## config.mk

```make
export PLATFORM = sky130hd
export DESIGN_NAME = link_control_node_info_regs
export DESIGN_NICKNAME = d
export VERILOG_FILES = /design/src/link_control_node_info_regs.v
export VERILOG_INCLUDE_DIRS = /design/src
export SDC_FILE = /design/constraint.sdc
export NUM_CORES = 1
export LEC_CHECK = 0
export BUFFER_PORTS_ARGS = -buffer_cell sky130_fd_sc_hd__buf_2
export CAP_MARGIN = 20
export CORE_UTILIZATION = 54
export DETAILED_ROUTE_END_ITERATION = 12
export GPL_ROUTABILITY_DRIVEN = 0
export PLACE_DENSITY = 0.85
export SLEW_MARGIN = 10
export SYNTH_ARGS = -nofsm -noshare
export SYNTH_HDL_FRONTEND = slang
export SYNTH_SLANG_ARGS = --single-unit
```

## constraint.sdc

```tcl
create_clock -name pclk -period 4.3 [get_ports pclk]
set_clock_uncertainty 0.15 [all_clocks]
set_input_delay 0.43 -clock pclk [delete_from_list [all_inputs] [get_ports pclk]]
set_output_delay 0.43 -clock pclk [all_outputs]
set_load 0.1 [all_outputs]
```

## src/link_ctrl_regs.vh

```
// Register offsets, field positions and reset values of the link control
// and node information register bank. Assumes byte addressing on APB.
`ifndef LINK_CTRL_REGS_VH
`define LINK_CTRL_REGS_VH

`define CTRL_SET_OFF         12'h050
`define CTRL_CLR_OFF         12'h054
`define BUF_BASE_OFF         12'h064
`define COUNT_STAT_OFF       12'h068

`define CTRL_LPS_BIT         19
`define CTRL_PWA_BIT         18
`define CTRL_LINK_BIT        17
`define CTRL_SRST_BIT        16

`define BUF_BASE_LSB         11
`define CNT_ERR_BIT          31
`define CNT_GEN_MSB          23
`define CNT_GEN_LSB          16
`define CNT_SIZE_MSB         10
`define CNT_SIZE_LSB         2

`define CTRL_RESET           4'h0
`define SRST_CYCLES          4'h8

`endif

```

## src/link_control_node_info_regs.v

```verilog
// Register bank for link power, posted writes, link enable, software reset,
// the node information buffer base and the node information count/status.
// Assumes an APB master on pclk and a link core on the same clock that
// reports bus resets, quadlets written and reception outcomes as pulses.
//
// Design decision made here: the APB interface to the registers.
`timescale 1ns/1ps
`include "link_ctrl_regs.vh"

// Notes on behaviour
// - Power bit high lets link talk to PHY.
// - Bit 18 enables or disables posted writes.
// - Hardware and software reset clear link enable.
// - Link enable low blocks receive, process, transmit.
// - Software reset restores registers and flushes FIFOs.
// - Software reset bit reads one until done.
// - Control reserved bits read zero.
// - Buffer base holds bits 31-11, low zero.
// - Node info packets written at buffer base.
// - Error flag set on bad reception.
// - Error flag cleared by clean reception.
// - Hardware or host bus errors raise flag.
// - Generation counts bus resets, wraps at 255.
// - Size counts quadlets written this reception.
// - Size clears when reception begins.
// - Count reserved bits read zero.
// - Control set at 50h, clear at 54h.
module link_control_node_info_regs #(
   parameter SRST_LEN = `SRST_CYCLES
) (
   // APB slave.
   input  wire        pclk,
   input  wire        presetn,
   input  wire        psel,
   input  wire        penable,
   input  wire        pwrite,
   input  wire [11:0] paddr,
   input  wire [31:0] pwdata,
   output reg  [31:0] prdata,
   output wire        pready,
   output wire        pslverr,
   // Link core events.
   input  wire        bus_reset_seen,
   input  wire        rx_begin,
   input  wire        quadlet_written,
   input  wire        rx_done,
   input  wire        rx_hw_error,
   input  wire        host_write_error,
   // Link core controls.
   output wire        link_phy_allow,
   output wire        posted_write_allow,
   output wire        link_active,
   output wire        soft_flush,
   output wire [31:0] node_info_write_addr
);

   // Control bits and their next values.
   reg        link_power_status_bit_q;
   reg        link_power_status_bit_d;
   reg        posted_write_allow_q;
   reg        posted_write_allow_d;
   reg        link_active_enable_q;
   reg        link_active_enable_d;
   reg        software_reset_bit_q;
   reg        software_reset_bit_d;
   reg [3:0]  srst_cnt_q;
   reg [3:0]  srst_cnt_d;

   // Buffer base, node information state and the next write address.
   reg [20:0] buf_base_q;
   reg [20:0] buf_base_d;
   reg        node_info_error_q;
   reg        node_info_error_d;
   reg        err_pending_q;
   reg        err_pending_d;
   reg [7:0]  bus_reset_generation_q;
   reg [7:0]  bus_reset_generation_d;
   reg [8:0]  node_info_quadlet_count_q;
   reg [8:0]  node_info_quadlet_count_d;
   reg [31:0] write_addr_q;
   reg [31:0] write_addr_d;

   // Read image, taken into prdata in the setup cycle.
   reg [31:0] prdata_d;

   // Last count value of a software reset.
   localparam [3:0] SRST_LAST = SRST_LEN[3:0] - 4'h1;

   // Compares a transfer address against one register offset.
   function addr_hit;
      input [11:0] addr;
      input [11:0] offset;
      begin
         addr_hit = (addr == offset);
      end
   endfunction

   // Builds a buffer byte address from a base and a quadlet index.
   function [31:0] buf_addr;
      input [20:0] base;
      input [8:0]  quadlets;
      begin
         buf_addr = {base, 11'h000} + {21'h00000, quadlets, 2'b00};
      end
   endfunction

   // Packs the control bits into their word positions.
   function [31:0] ctrl_image;
      input power_on;
      input posted_on;
      input linked_on;
      input resetting;
      begin
         ctrl_image = 32'h00000000;
         ctrl_image[`CTRL_LPS_BIT]  = power_on;
         ctrl_image[`CTRL_PWA_BIT]  = posted_on;
         ctrl_image[`CTRL_LINK_BIT] = linked_on;
         ctrl_image[`CTRL_SRST_BIT] = resetting;
      end
   endfunction

   // Packs the node information fields into their word positions.
   function [31:0] count_image;
      input       err;
      input [7:0] gen;
      input [8:0] size;
      begin
         count_image = 32'h00000000;
         count_image[`CNT_ERR_BIT]                = err;
         count_image[`CNT_GEN_MSB:`CNT_GEN_LSB]   = gen;
         count_image[`CNT_SIZE_MSB:`CNT_SIZE_LSB] = size;
      end
   endfunction

   wire       wr_en      = psel & penable & pwrite;
   wire       rd_setup   = psel & ~penable & ~pwrite;
   wire       wr_set     = wr_en & addr_hit(paddr, `CTRL_SET_OFF);
   wire       wr_clr     = wr_en & addr_hit(paddr, `CTRL_CLR_OFF);
   wire       wr_base    = wr_en & addr_hit(paddr, `BUF_BASE_OFF);
   wire       srst_done  = software_reset_bit_q &
                           (srst_cnt_q == SRST_LAST);
   wire       rx_enabled = link_active_enable_q & ~software_reset_bit_q;
   wire       rx_error   = rx_hw_error | host_write_error;

   assign pready  = 1'b1;
   assign pslverr = 1'b0;

   assign link_phy_allow = link_power_status_bit_q;
   assign posted_write_allow = posted_write_allow_q;
   assign link_active = rx_enabled;
   assign soft_flush = software_reset_bit_q;
   assign node_info_write_addr = write_addr_q;

   always @* begin
      link_power_status_bit_d = link_power_status_bit_q;
      posted_write_allow_d    = posted_write_allow_q;
      link_active_enable_d    = link_active_enable_q;
      software_reset_bit_d    = software_reset_bit_q;
      srst_cnt_d              = srst_cnt_q;
      if (software_reset_bit_q) begin
         link_power_status_bit_d = 1'b0;
         posted_write_allow_d    = 1'b0;
         link_active_enable_d    = 1'b0;
         srst_cnt_d              = srst_cnt_q + 4'h1;
         if (srst_done) begin
            software_reset_bit_d = 1'b0;
            srst_cnt_d           = 4'h0;
         end
      end else if (wr_set) begin
         link_power_status_bit_d = link_power_status_bit_q |
                                   pwdata[`CTRL_LPS_BIT];
         posted_write_allow_d    = posted_write_allow_q |
                                   pwdata[`CTRL_PWA_BIT];
         link_active_enable_d    = link_active_enable_q |
                                   pwdata[`CTRL_LINK_BIT];
         software_reset_bit_d    = pwdata[`CTRL_SRST_BIT];
      end else if (wr_clr) begin
         link_power_status_bit_d = link_power_status_bit_q &
                                   ~pwdata[`CTRL_LPS_BIT];
         posted_write_allow_d    = posted_write_allow_q &
                                   ~pwdata[`CTRL_PWA_BIT];
         link_active_enable_d    = link_active_enable_q &
                                   ~pwdata[`CTRL_LINK_BIT];
      end
   end

   always @(posedge pclk or negedge presetn) begin
      if (!presetn) begin
         {link_power_status_bit_q, posted_write_allow_q,
          link_active_enable_q, software_reset_bit_q} <= `CTRL_RESET;
         srst_cnt_q              <= 4'h0;
      end else begin
         link_power_status_bit_q <= link_power_status_bit_d;
         posted_write_allow_q    <= posted_write_allow_d;
         link_active_enable_q    <= link_active_enable_d;
         software_reset_bit_q    <= software_reset_bit_d;
         srst_cnt_q              <= srst_cnt_d;
      end
   end

   always @* begin
      buf_base_d = buf_base_q;
      if (software_reset_bit_q)
         buf_base_d = 21'h00000;
      else if (wr_base)
         buf_base_d = pwdata[31:`BUF_BASE_LSB];
   end

   always @(posedge pclk or negedge presetn) begin
      if (!presetn) begin
         buf_base_q <= 21'h00000;
      end else begin
         buf_base_q <= buf_base_d;
      end
   end

   // Errors during a reception are held until its outcome is known.
   always @* begin
      node_info_error_d         = node_info_error_q;
      err_pending_d             = err_pending_q;
      bus_reset_generation_d    = bus_reset_generation_q;
      node_info_quadlet_count_d = node_info_quadlet_count_q;
      if (software_reset_bit_q) begin
         node_info_error_d         = 1'b0;
         err_pending_d             = 1'b0;
         bus_reset_generation_d    = 8'h00;
         node_info_quadlet_count_d = 9'h000;
      end else if (rx_enabled) begin
         if (bus_reset_seen)
            bus_reset_generation_d = bus_reset_generation_q + 8'h01;
         if (rx_begin) begin
            node_info_quadlet_count_d = 9'h000;
            err_pending_d             = 1'b0;
         end else if (quadlet_written) begin
            node_info_quadlet_count_d = node_info_quadlet_count_q + 9'h001;
         end
         if (rx_done) begin
            node_info_error_d = err_pending_q | rx_error;
            err_pending_d     = 1'b0;
         end else if (rx_error) begin
            err_pending_d     = 1'b1;
            node_info_error_d = 1'b1;
         end
      end
   end

   // The address is built from next values so it never lags the count.
   always @* begin
      write_addr_d = buf_addr(buf_base_d, node_info_quadlet_count_d);
   end

   always @(posedge pclk or negedge presetn) begin
      if (!presetn) begin
         node_info_error_q         <= 1'b0;
         err_pending_q             <= 1'b0;
         bus_reset_generation_q    <= 8'h00;
         node_info_quadlet_count_q <= 9'h000;
         write_addr_q              <= 32'h00000000;
      end else begin
         node_info_error_q         <= node_info_error_d;
         err_pending_q             <= err_pending_d;
         bus_reset_generation_q    <= bus_reset_generation_d;
         node_info_quadlet_count_q <= node_info_quadlet_count_d;
         write_addr_q              <= write_addr_d;
      end
   end

   // Read image; reserved bits and unmapped addresses read zero.
   always @* begin
      prdata_d = 32'h00000000;
      case (paddr)
         `CTRL_SET_OFF, `CTRL_CLR_OFF:
            prdata_d = ctrl_image(link_power_status_bit_q,
                                  posted_write_allow_q,
                                  link_active_enable_q,
                                  software_reset_bit_q);
         `BUF_BASE_OFF:
            prdata_d = {buf_base_q, 11'h000};
         `COUNT_STAT_OFF:
            prdata_d = count_image(node_info_error_q,
                                   bus_reset_generation_q,
                                   node_info_quadlet_count_q);
         default:
            prdata_d = 32'h00000000;
      endcase
   end

   // The image is taken at the setup edge and stands through the access
   // phase, so a read returns state one cycle old; it clears to zero at the
   // edge after any idle or write setup cycle.
   always @(posedge pclk or negedge presetn) begin
      if (!presetn) begin
         prdata <= 32'h00000000;
      end else if (rd_setup) begin
         prdata <= prdata_d;
      end else if (!(psel & penable)) begin
         prdata <= 32'h00000000;
      end
   end

endmodule

```

==> impl_metrics.csv, run 1 <==
group,metric,value,unit
layout,area_delta_synth_final,20.4,%
setup_path,startpoint,"paddr[1]",
floorplanning,die_area,0.00708,mm2
placed_design,place_area,0.00418,mm2
layout,final_area,0.00439,mm2
layout,final_nets,517,
synthesis,synth_flop_cell,"dfrtp_1",
grt,grt_max_degree,79,
layout,mostFrequentLayoutCells,"buf_2 (106), dfrtp_1 (78), a21oi_1 (34), nand2_1 (32), nand3_1 (32)",
pwr,intPower,1.05,mW
synthesis,synth_area_per_cell,10.1,um2
setup_path,worstRegToRegCells,5,
drt,drc,20,
placed_design,io_buffers,107,
clocking,post_cts_buffers,0,
outcome,outcome,"finished, violations left",
sta,fin_tns_setup,0,ns
pwr,power_density,318,mW/mm2
worst_hold_path,min_path_type,"in2async",
drt,vias,3215,
setup_path,r2r_slack,2.21,ns
clocking,cts_buffer_depth,2,
sta,setup_ws,1.92,ns
synthesis,ys_seq_area_share,53.6,%
drt,vias_per_cell,5.94,
setup_path,cp-start-kind,"primary input",
setup_path,cp-end-kind,"register",
pwr,sw_frac_of_total,24.8,%
setup_path,crit_slowest_cell,"nor4_4",
setup_path,worstPathRequired,4.43,ns
pwr,ir_drop,227,uV
pwr,p_sw,0.346,mW
drt,antenna_left,0,
setup_path,worstSetupPathType,"in2reg",
synthesis,synth_top_area_share,53.6,%
pwr,clkPwrFrac,39.8,%
setup_path,worstReg2RegStart,"soft_flush",
grt,antenna_found_initial,0,
sta,report.final.slew_viol_count,0,
pwr,finalPower,1.39,mW
setup_path,path_cells,"buf_2, or4_4, nor4_4, and2_1, a22o_1",
floorplanning,initial_core_util,56.8,%
synthesis,async_flop_share,100,%
synthesis,synth-seq-cells,78,
setup_path,worstPathArrival,2.51,ns
synthesis,synth_area,0.00364,mm2
clocking,root_buffer,"clkbuf_8",
floorplanning,die_h,84.2,um
drt,avgRoutedWirePerCell,16.7,um
drt,dr.pass1.iters,9,
setup_path,worstReg2RegEnd,"bus_reset_generation_q[7]",
placed_design,place_hpwl,6.16,mm
setup_path,critical_path.max_stage_delay,0.69,ns
floorplanning,coreArea,0.00642,mm2
floorplanning,pin_count,125,
floorplanning,num_rows,29,
grt,grt_pass1_wl,14.5,mm
pwr,p_leak,2.25,nW
drt,drtIter0Drc,279,
sta,setup_viol,0,
sta,fin_crit_sh,55.3,%
clocking,worstSkewPairLatency,0.34,ns
sta,grt_setup_unrepaired,"false",
clocking,clkSinkCount,78,
layout,diodes,0,
synthesis,synth_top_cell_by_area,"dfrtp_1",
drt,wl,9.01,mm
synthesis,ys_top_cells_by_area,"dfrtp_1 (54%), a22o_1 (5.3%), a21oi_1 (4.7%), nand3_1 (4.4%), nand2_1 (3.3%)",
sta,min_period,2.38,ns
placed_design,pre_cts_ws,1.56,ns
synthesis,synth.distinct_cells,50,
floorplanning,die_x,84.2,um
setup_path,worstPathMaxFanout,13,
synthesis,synthCells,360,
layout,final_common_cell,"buf_2",
pwr,seq_power_share,53.2,%
sta,worst_pin_slew,0.949,ns
clocking,cts_tree,"done",
layout,drive_above_1_share,29.1,%
outcome,violations,"design-rule violations",
grt,grtUsageTotal,26.3,%
sta,clock.fmax,421,MHz
sta,relSlewSlack,36.7,%
clocking,clk_pin_slew,0.08,ns
grt,grt_pass1_vias,2908,
clocking,ctsResizeCount,0,
synthesis,ys.warnings.count,0,
grt,overflow,0,
clocking,numCtsBuffers,9,
sta,hold_viol,0,
flow_run,drv_cap,0,
pwr,p_comb_share,7.0,%
clocking,htree_levels,3,
clocking,ctsHoldBuffers,0,
synthesis,synth_edf_count,0,
==> registers in the layout, summed over array words and instances, names as in the netlist <==
name and flops:
bus_reset_generation_q 8, soft_flush 1, link_active_enable_q 1, buf_base_q 20, prdata 30, err_pending_q 1, node_info_write_addr 2, node_info_error_q 1
link_phy_allow 1, srst_cnt_q 4, node_info_quadlet_count_q 8, posted_write_allow 1
==> layout make-up <==
class	instances	area, um2
inverters	4	15.0
flip-flops and latches	78	1950
multi-input cells	254	1550
clock buffers	11	141
well taps	77	96.3
fillers	483	2040
repair buffers	112	573
clock inverters	5	58.8
==> through the flow <==
stage          utilization (%)  hold slack (ns)  std cells
4_1_cts                   68.2            0.121        540
3_3_place_gp              65.1            0.332        524
3_5_place_dp              65.1            0.336        524
5_1_grt                   68.3            0.156        541
6_report                  68.3           0.0831        541
2_1_floorplan                -          -0.0156        364
==> cells in the mapped netlist, types with 3 or more instances <==
library cell	count
ha_1	3
nor3_1	3
dfrtp_1	78
inv_1	4
xnor2_1	5
xor2_1	3
o21ai_0	13
nor2_1	17
a22o_1	22
o21ai_1	20
a22oi_1	9
and2_1	5
and3_1	6
a21oi_1	34
nand2_1	32
a32o_1	4
clkbuf_1	13
buf_2	4
nor3b_1	3
nand3_1	32
buf_4	7
==> worst max-delay path by stage <==
stage	to	cells past startpoint
3_5_place_dp	prdata[24]	5
4_1_cts	prdata[24]	5
5_1_grt	prdata[24]	5
2_1_floorplan	link_active	3
6_report	prdata[24]	5
3_3_place_gp	prdata[15]	5
==> worst max-delay path, delay by kind of cell <==
kind | cells | cell delay (ns)
compound gates | 1 | 0.20
buf+inv | 1 | 0.10
simple gates | 3 | 1.79
==> per-layer routing <==
metal	up-vias	wire length, um	track usage (%)
met5	-	0	0
met4	0	232	10.8
met3	19	573	4.62
met2	130	4170	39.3
met1	1563	4030	38.3
li1	1503	-	-
==> power groups by stage <==
| stage | logic [mW] | registers [mW] | clock network, mW |
|---|---|---|---|
| after CTS | 0.0984 | 0.743 | 0.561 |
| final | 0.0976 | 0.742 | 0.554 |
| after global routing | 0.108 | 0.743 | 0.595 |
| after detailed placement | 0.0980 | 0.757 | 0 |
| after floorplan | 0.0531 | 0.759 | 0 |
| after global placement | 0.0962 | 0.757 | 0 |
==> cell families after synthesis <==
logic type | synth area share (%)
simple gates | 18.1
buf+inv | 4.57
fa+ha+maj | 1.03
compound gates | 19.4
flops | 53.6
mux | 1.17
other cells | 0.206
xor+xnor | 1.92
(Power assumes the default switching activity.)
==> run 2, diff against run 1 <==
--- a/config.mk
+++ b/config.mk
@@ -8,10 +8,10 @@
 export LEC_CHECK = 0
 export BUFFER_PORTS_ARGS = -buffer_cell sky130_fd_sc_hd__buf_2
 export CAP_MARGIN = 20
-export CORE_UTILIZATION = 54
+export CORE_UTILIZATION = 50
 export DETAILED_ROUTE_END_ITERATION = 12
 export GPL_ROUTABILITY_DRIVEN = 0
-export PLACE_DENSITY = 0.85
+export PLACE_DENSITY = 0.8
 export SLEW_MARGIN = 10
 export SYNTH_ARGS = -nofsm -noshare
 export SYNTH_HDL_FRONTEND = slang
==> constraint.sdc (replaced) <==
create_clock -name pclk -period 2.5 [get_ports pclk]
set_clock_uncertainty 0.15 [all_clocks]
set_input_delay 0.25 -clock pclk [delete_from_list [all_inputs] [get_ports pclk]]
set_output_delay 0.25 -clock pclk [all_outputs]
set_load 0.1 [all_outputs]
==> impl_metrics.csv, run 2 (same netlist as run 1, synthesis figures left out) <==
group,metric,value,unit
layout,final_nets,544,
setup_path,worstPathRequired,2.10,ns
sta,clock.fmax,519,MHz
pwr,intPower,1.80,mW
drt,antenna_left,0,
pwr,ir_drop,287,uV
floorplanning,pin_count,125,
clocking,numCtsBuffers,9,
sta,hold-worst-slack,0.00668,ns
layout,fillers,576,
grt,grt_pass1_wl,15.4,mm
pwr,finalPower,2.44,mW
floorplanning,die_area,0.00764,mm2
drt,wl,9.90,mm
layout,final_common_cell,"buf_2",
sta,report.final.slew_viol_count,0,
clocking,cts_tree,"done",
clocking,ctsResizeCount,0,
pwr,power_density,520,mW/mm2
pwr,p_sw,0.638,mW
pwr,p_comb_share,8.2,%
sta,grt_setup_unrepaired,"false",
worst_hold_path,min_from,"pwdata[17]",
layout,top_regs,"prdata (30), buf_base_q (20)",
drt,drtIter0Drc,236,
placed_design,io_buffers,107,
setup_path,worstPathMaxFanout,12,
setup_path,worstReg2RegStart,"node_info_quadlet_count_q[1]",
clocking,clk_pin_slew,0.08,ns
clocking,post_cts_buffers,0,
setup_path,path_cells,"buf_4, inv_1, nor2_2, buf_2",
floorplanning,initial_core_util,52.8,%
pwr,sw_frac_of_total,26.1,%
placed_design,place_hpwl,6.46,mm
drt,dr.pass1.iters,5,
clocking,worstSkewPairLatency,0.36,ns
drt,drc,0,
worst_hold_path,min_path_type,"in2reg",
placed_design,dp.cells,551,
layout,diodes,0,
layout,largest_register_ffs,30,
setup_path,crit_slowest_cell,"buf_2",
clocking,cts_buffer_depth,2,
clocking,ctsHoldBuffers,20,
sta,fin_tns_setup,0,ns
setup_path,startpoint,"link_active_enable_q",
sta,fin_crit_sh,77.0,%
drt,vias_per_cell,5.80,
grt,antenna_found_initial,0,
sta,relSlewSlack,48.4,%
setup_path,r2r_slack,0.77,ns
worst_hold_path,hold-path-endpoint,"buf_base_q[6]",
floorplanning,die_h,87.4,um
setup_path,cp-end-kind,"output pin",
setup_path,worstSetupPathType,"reg2out",
flow_run,drv_cap,0,
pwr,p_leak,2.37,nW
drt,avgRoutedWirePerCell,16.9,um
pwr,seq_power_share,52.4,%
grt,grt_max_degree,43,
grt,grtUsageTotal,26.8,%
layout,mostFrequentLayoutCells,"buf_2 (105), dfrtp_1 (78), a21oi_1 (34), nand2_1 (32), nand3_1 (32)",
grt,grt_pass1_vias,3180,
layout,drive_above_1_share,29.3,%
clocking,clkSinkCount,78,
sta,worst_pin_slew,0.772,ns
setup_path,worstReg2RegEnd,"node_info_quadlet_count_q[7]",
setup_path,critical_path.max_stage_delay,0.43,ns
setup_path,cp-start-kind,"register",
worst_hold_path,min_delay_path_depth,3,
floorplanning,num_rows,30,
clocking,root_buffer,"clkbuf_8",
layout,area_delta_synth_final,28.8,%
sta,min_period,1.93,ns
layout,top_register,"prdata",
sta,hold_viol,0,
drt,vias,3406,
floorplanning,die_x,87.4,um
clocking,htree_levels,3,
outcome,outcome,"completed",
setup_path,worstPathArrival,1.53,ns
pwr,clkPwrFrac,39.4,%
sta,setup_viol,0,
layout,instances_no_fill,587,
floorplanning,coreArea,0.00691,mm2
setup_path,worstRegToRegCells,4,
grt,overflow,0,
run 2: area by class of cell:
class / instances / area [um2] / area share (%)
clock buffer: 9 / 124 / 2.64
clock inverter: 7 / 75.1 / 1.60
inverter: 4 / 15.0 / 0.320
multi-input combinational: 254 / 1550 / 33.1
sequential: 78 / 1950 / 41.6
tap: 96 / 120 / 2.56
timing repair buffer: 139 / 856 / 18.2
run 2: per-stage QoR:
step / instance area [um2] / worst slack (ns) / utilization, %
floorplan: 3660 / 0.00787 / -
global placement: 4300 / 0.322 / 62.2
detailed placement: 4300 / 0.291 / 62.2
CTS: 4690 / 0.559 / 68.0
global route: 4690 / 0.519 / 68.0
finish: 4690 / 0.574 / 68.0
run 2: worst max-delay path by stage:
stage	end	slack, ns	cells after the start
after floorplan	link_active_enable_q	0.008	4
after global placement	buf_base_q[15]	0.32	5
after detailed placement	buf_base_q[18]	0.29	5
after CTS	link_active	0.56	4
after global routing	link_active	0.52	4
final	link_active	0.57	4
run 2: power by group through the flow:
| stage | Combinational [mW] | Clock [mW] | Sequential [mW] |
|---|---|---|---|
| floorplan | 0.0913 | 0 | 1.30 |
| global placement | 0.171 | 0 | 1.30 |
| detailed placement | 0.175 | 0 | 1.30 |
| CTS | 0.200 | 0.971 | 1.28 |
| global route | 0.216 | 1.01 | 1.28 |
| finish | 0.200 | 0.961 | 1.28 |
run 2: routing by layer:
layer  share of wire (%)  global-route usage (%)  vias to the layer above
met4                 3.1                    14.2                        0
met5                   0                       0                        -
li1                    -                       -                     1560
met2                  47                    41.8                      154
met1                  43                    36.0                     1660
met3                 6.3                    4.27                       32
run 2: worst max-delay path: cells and delay by family (launching register included):
| family | cells | cell delay [ns] |
|---|---|---|
| flip-flops | 1 | 0.35 |
| buffers and inverters | 3 | 0.68 |
| AND/OR/NAND/NOR | 1 | 0.12 |
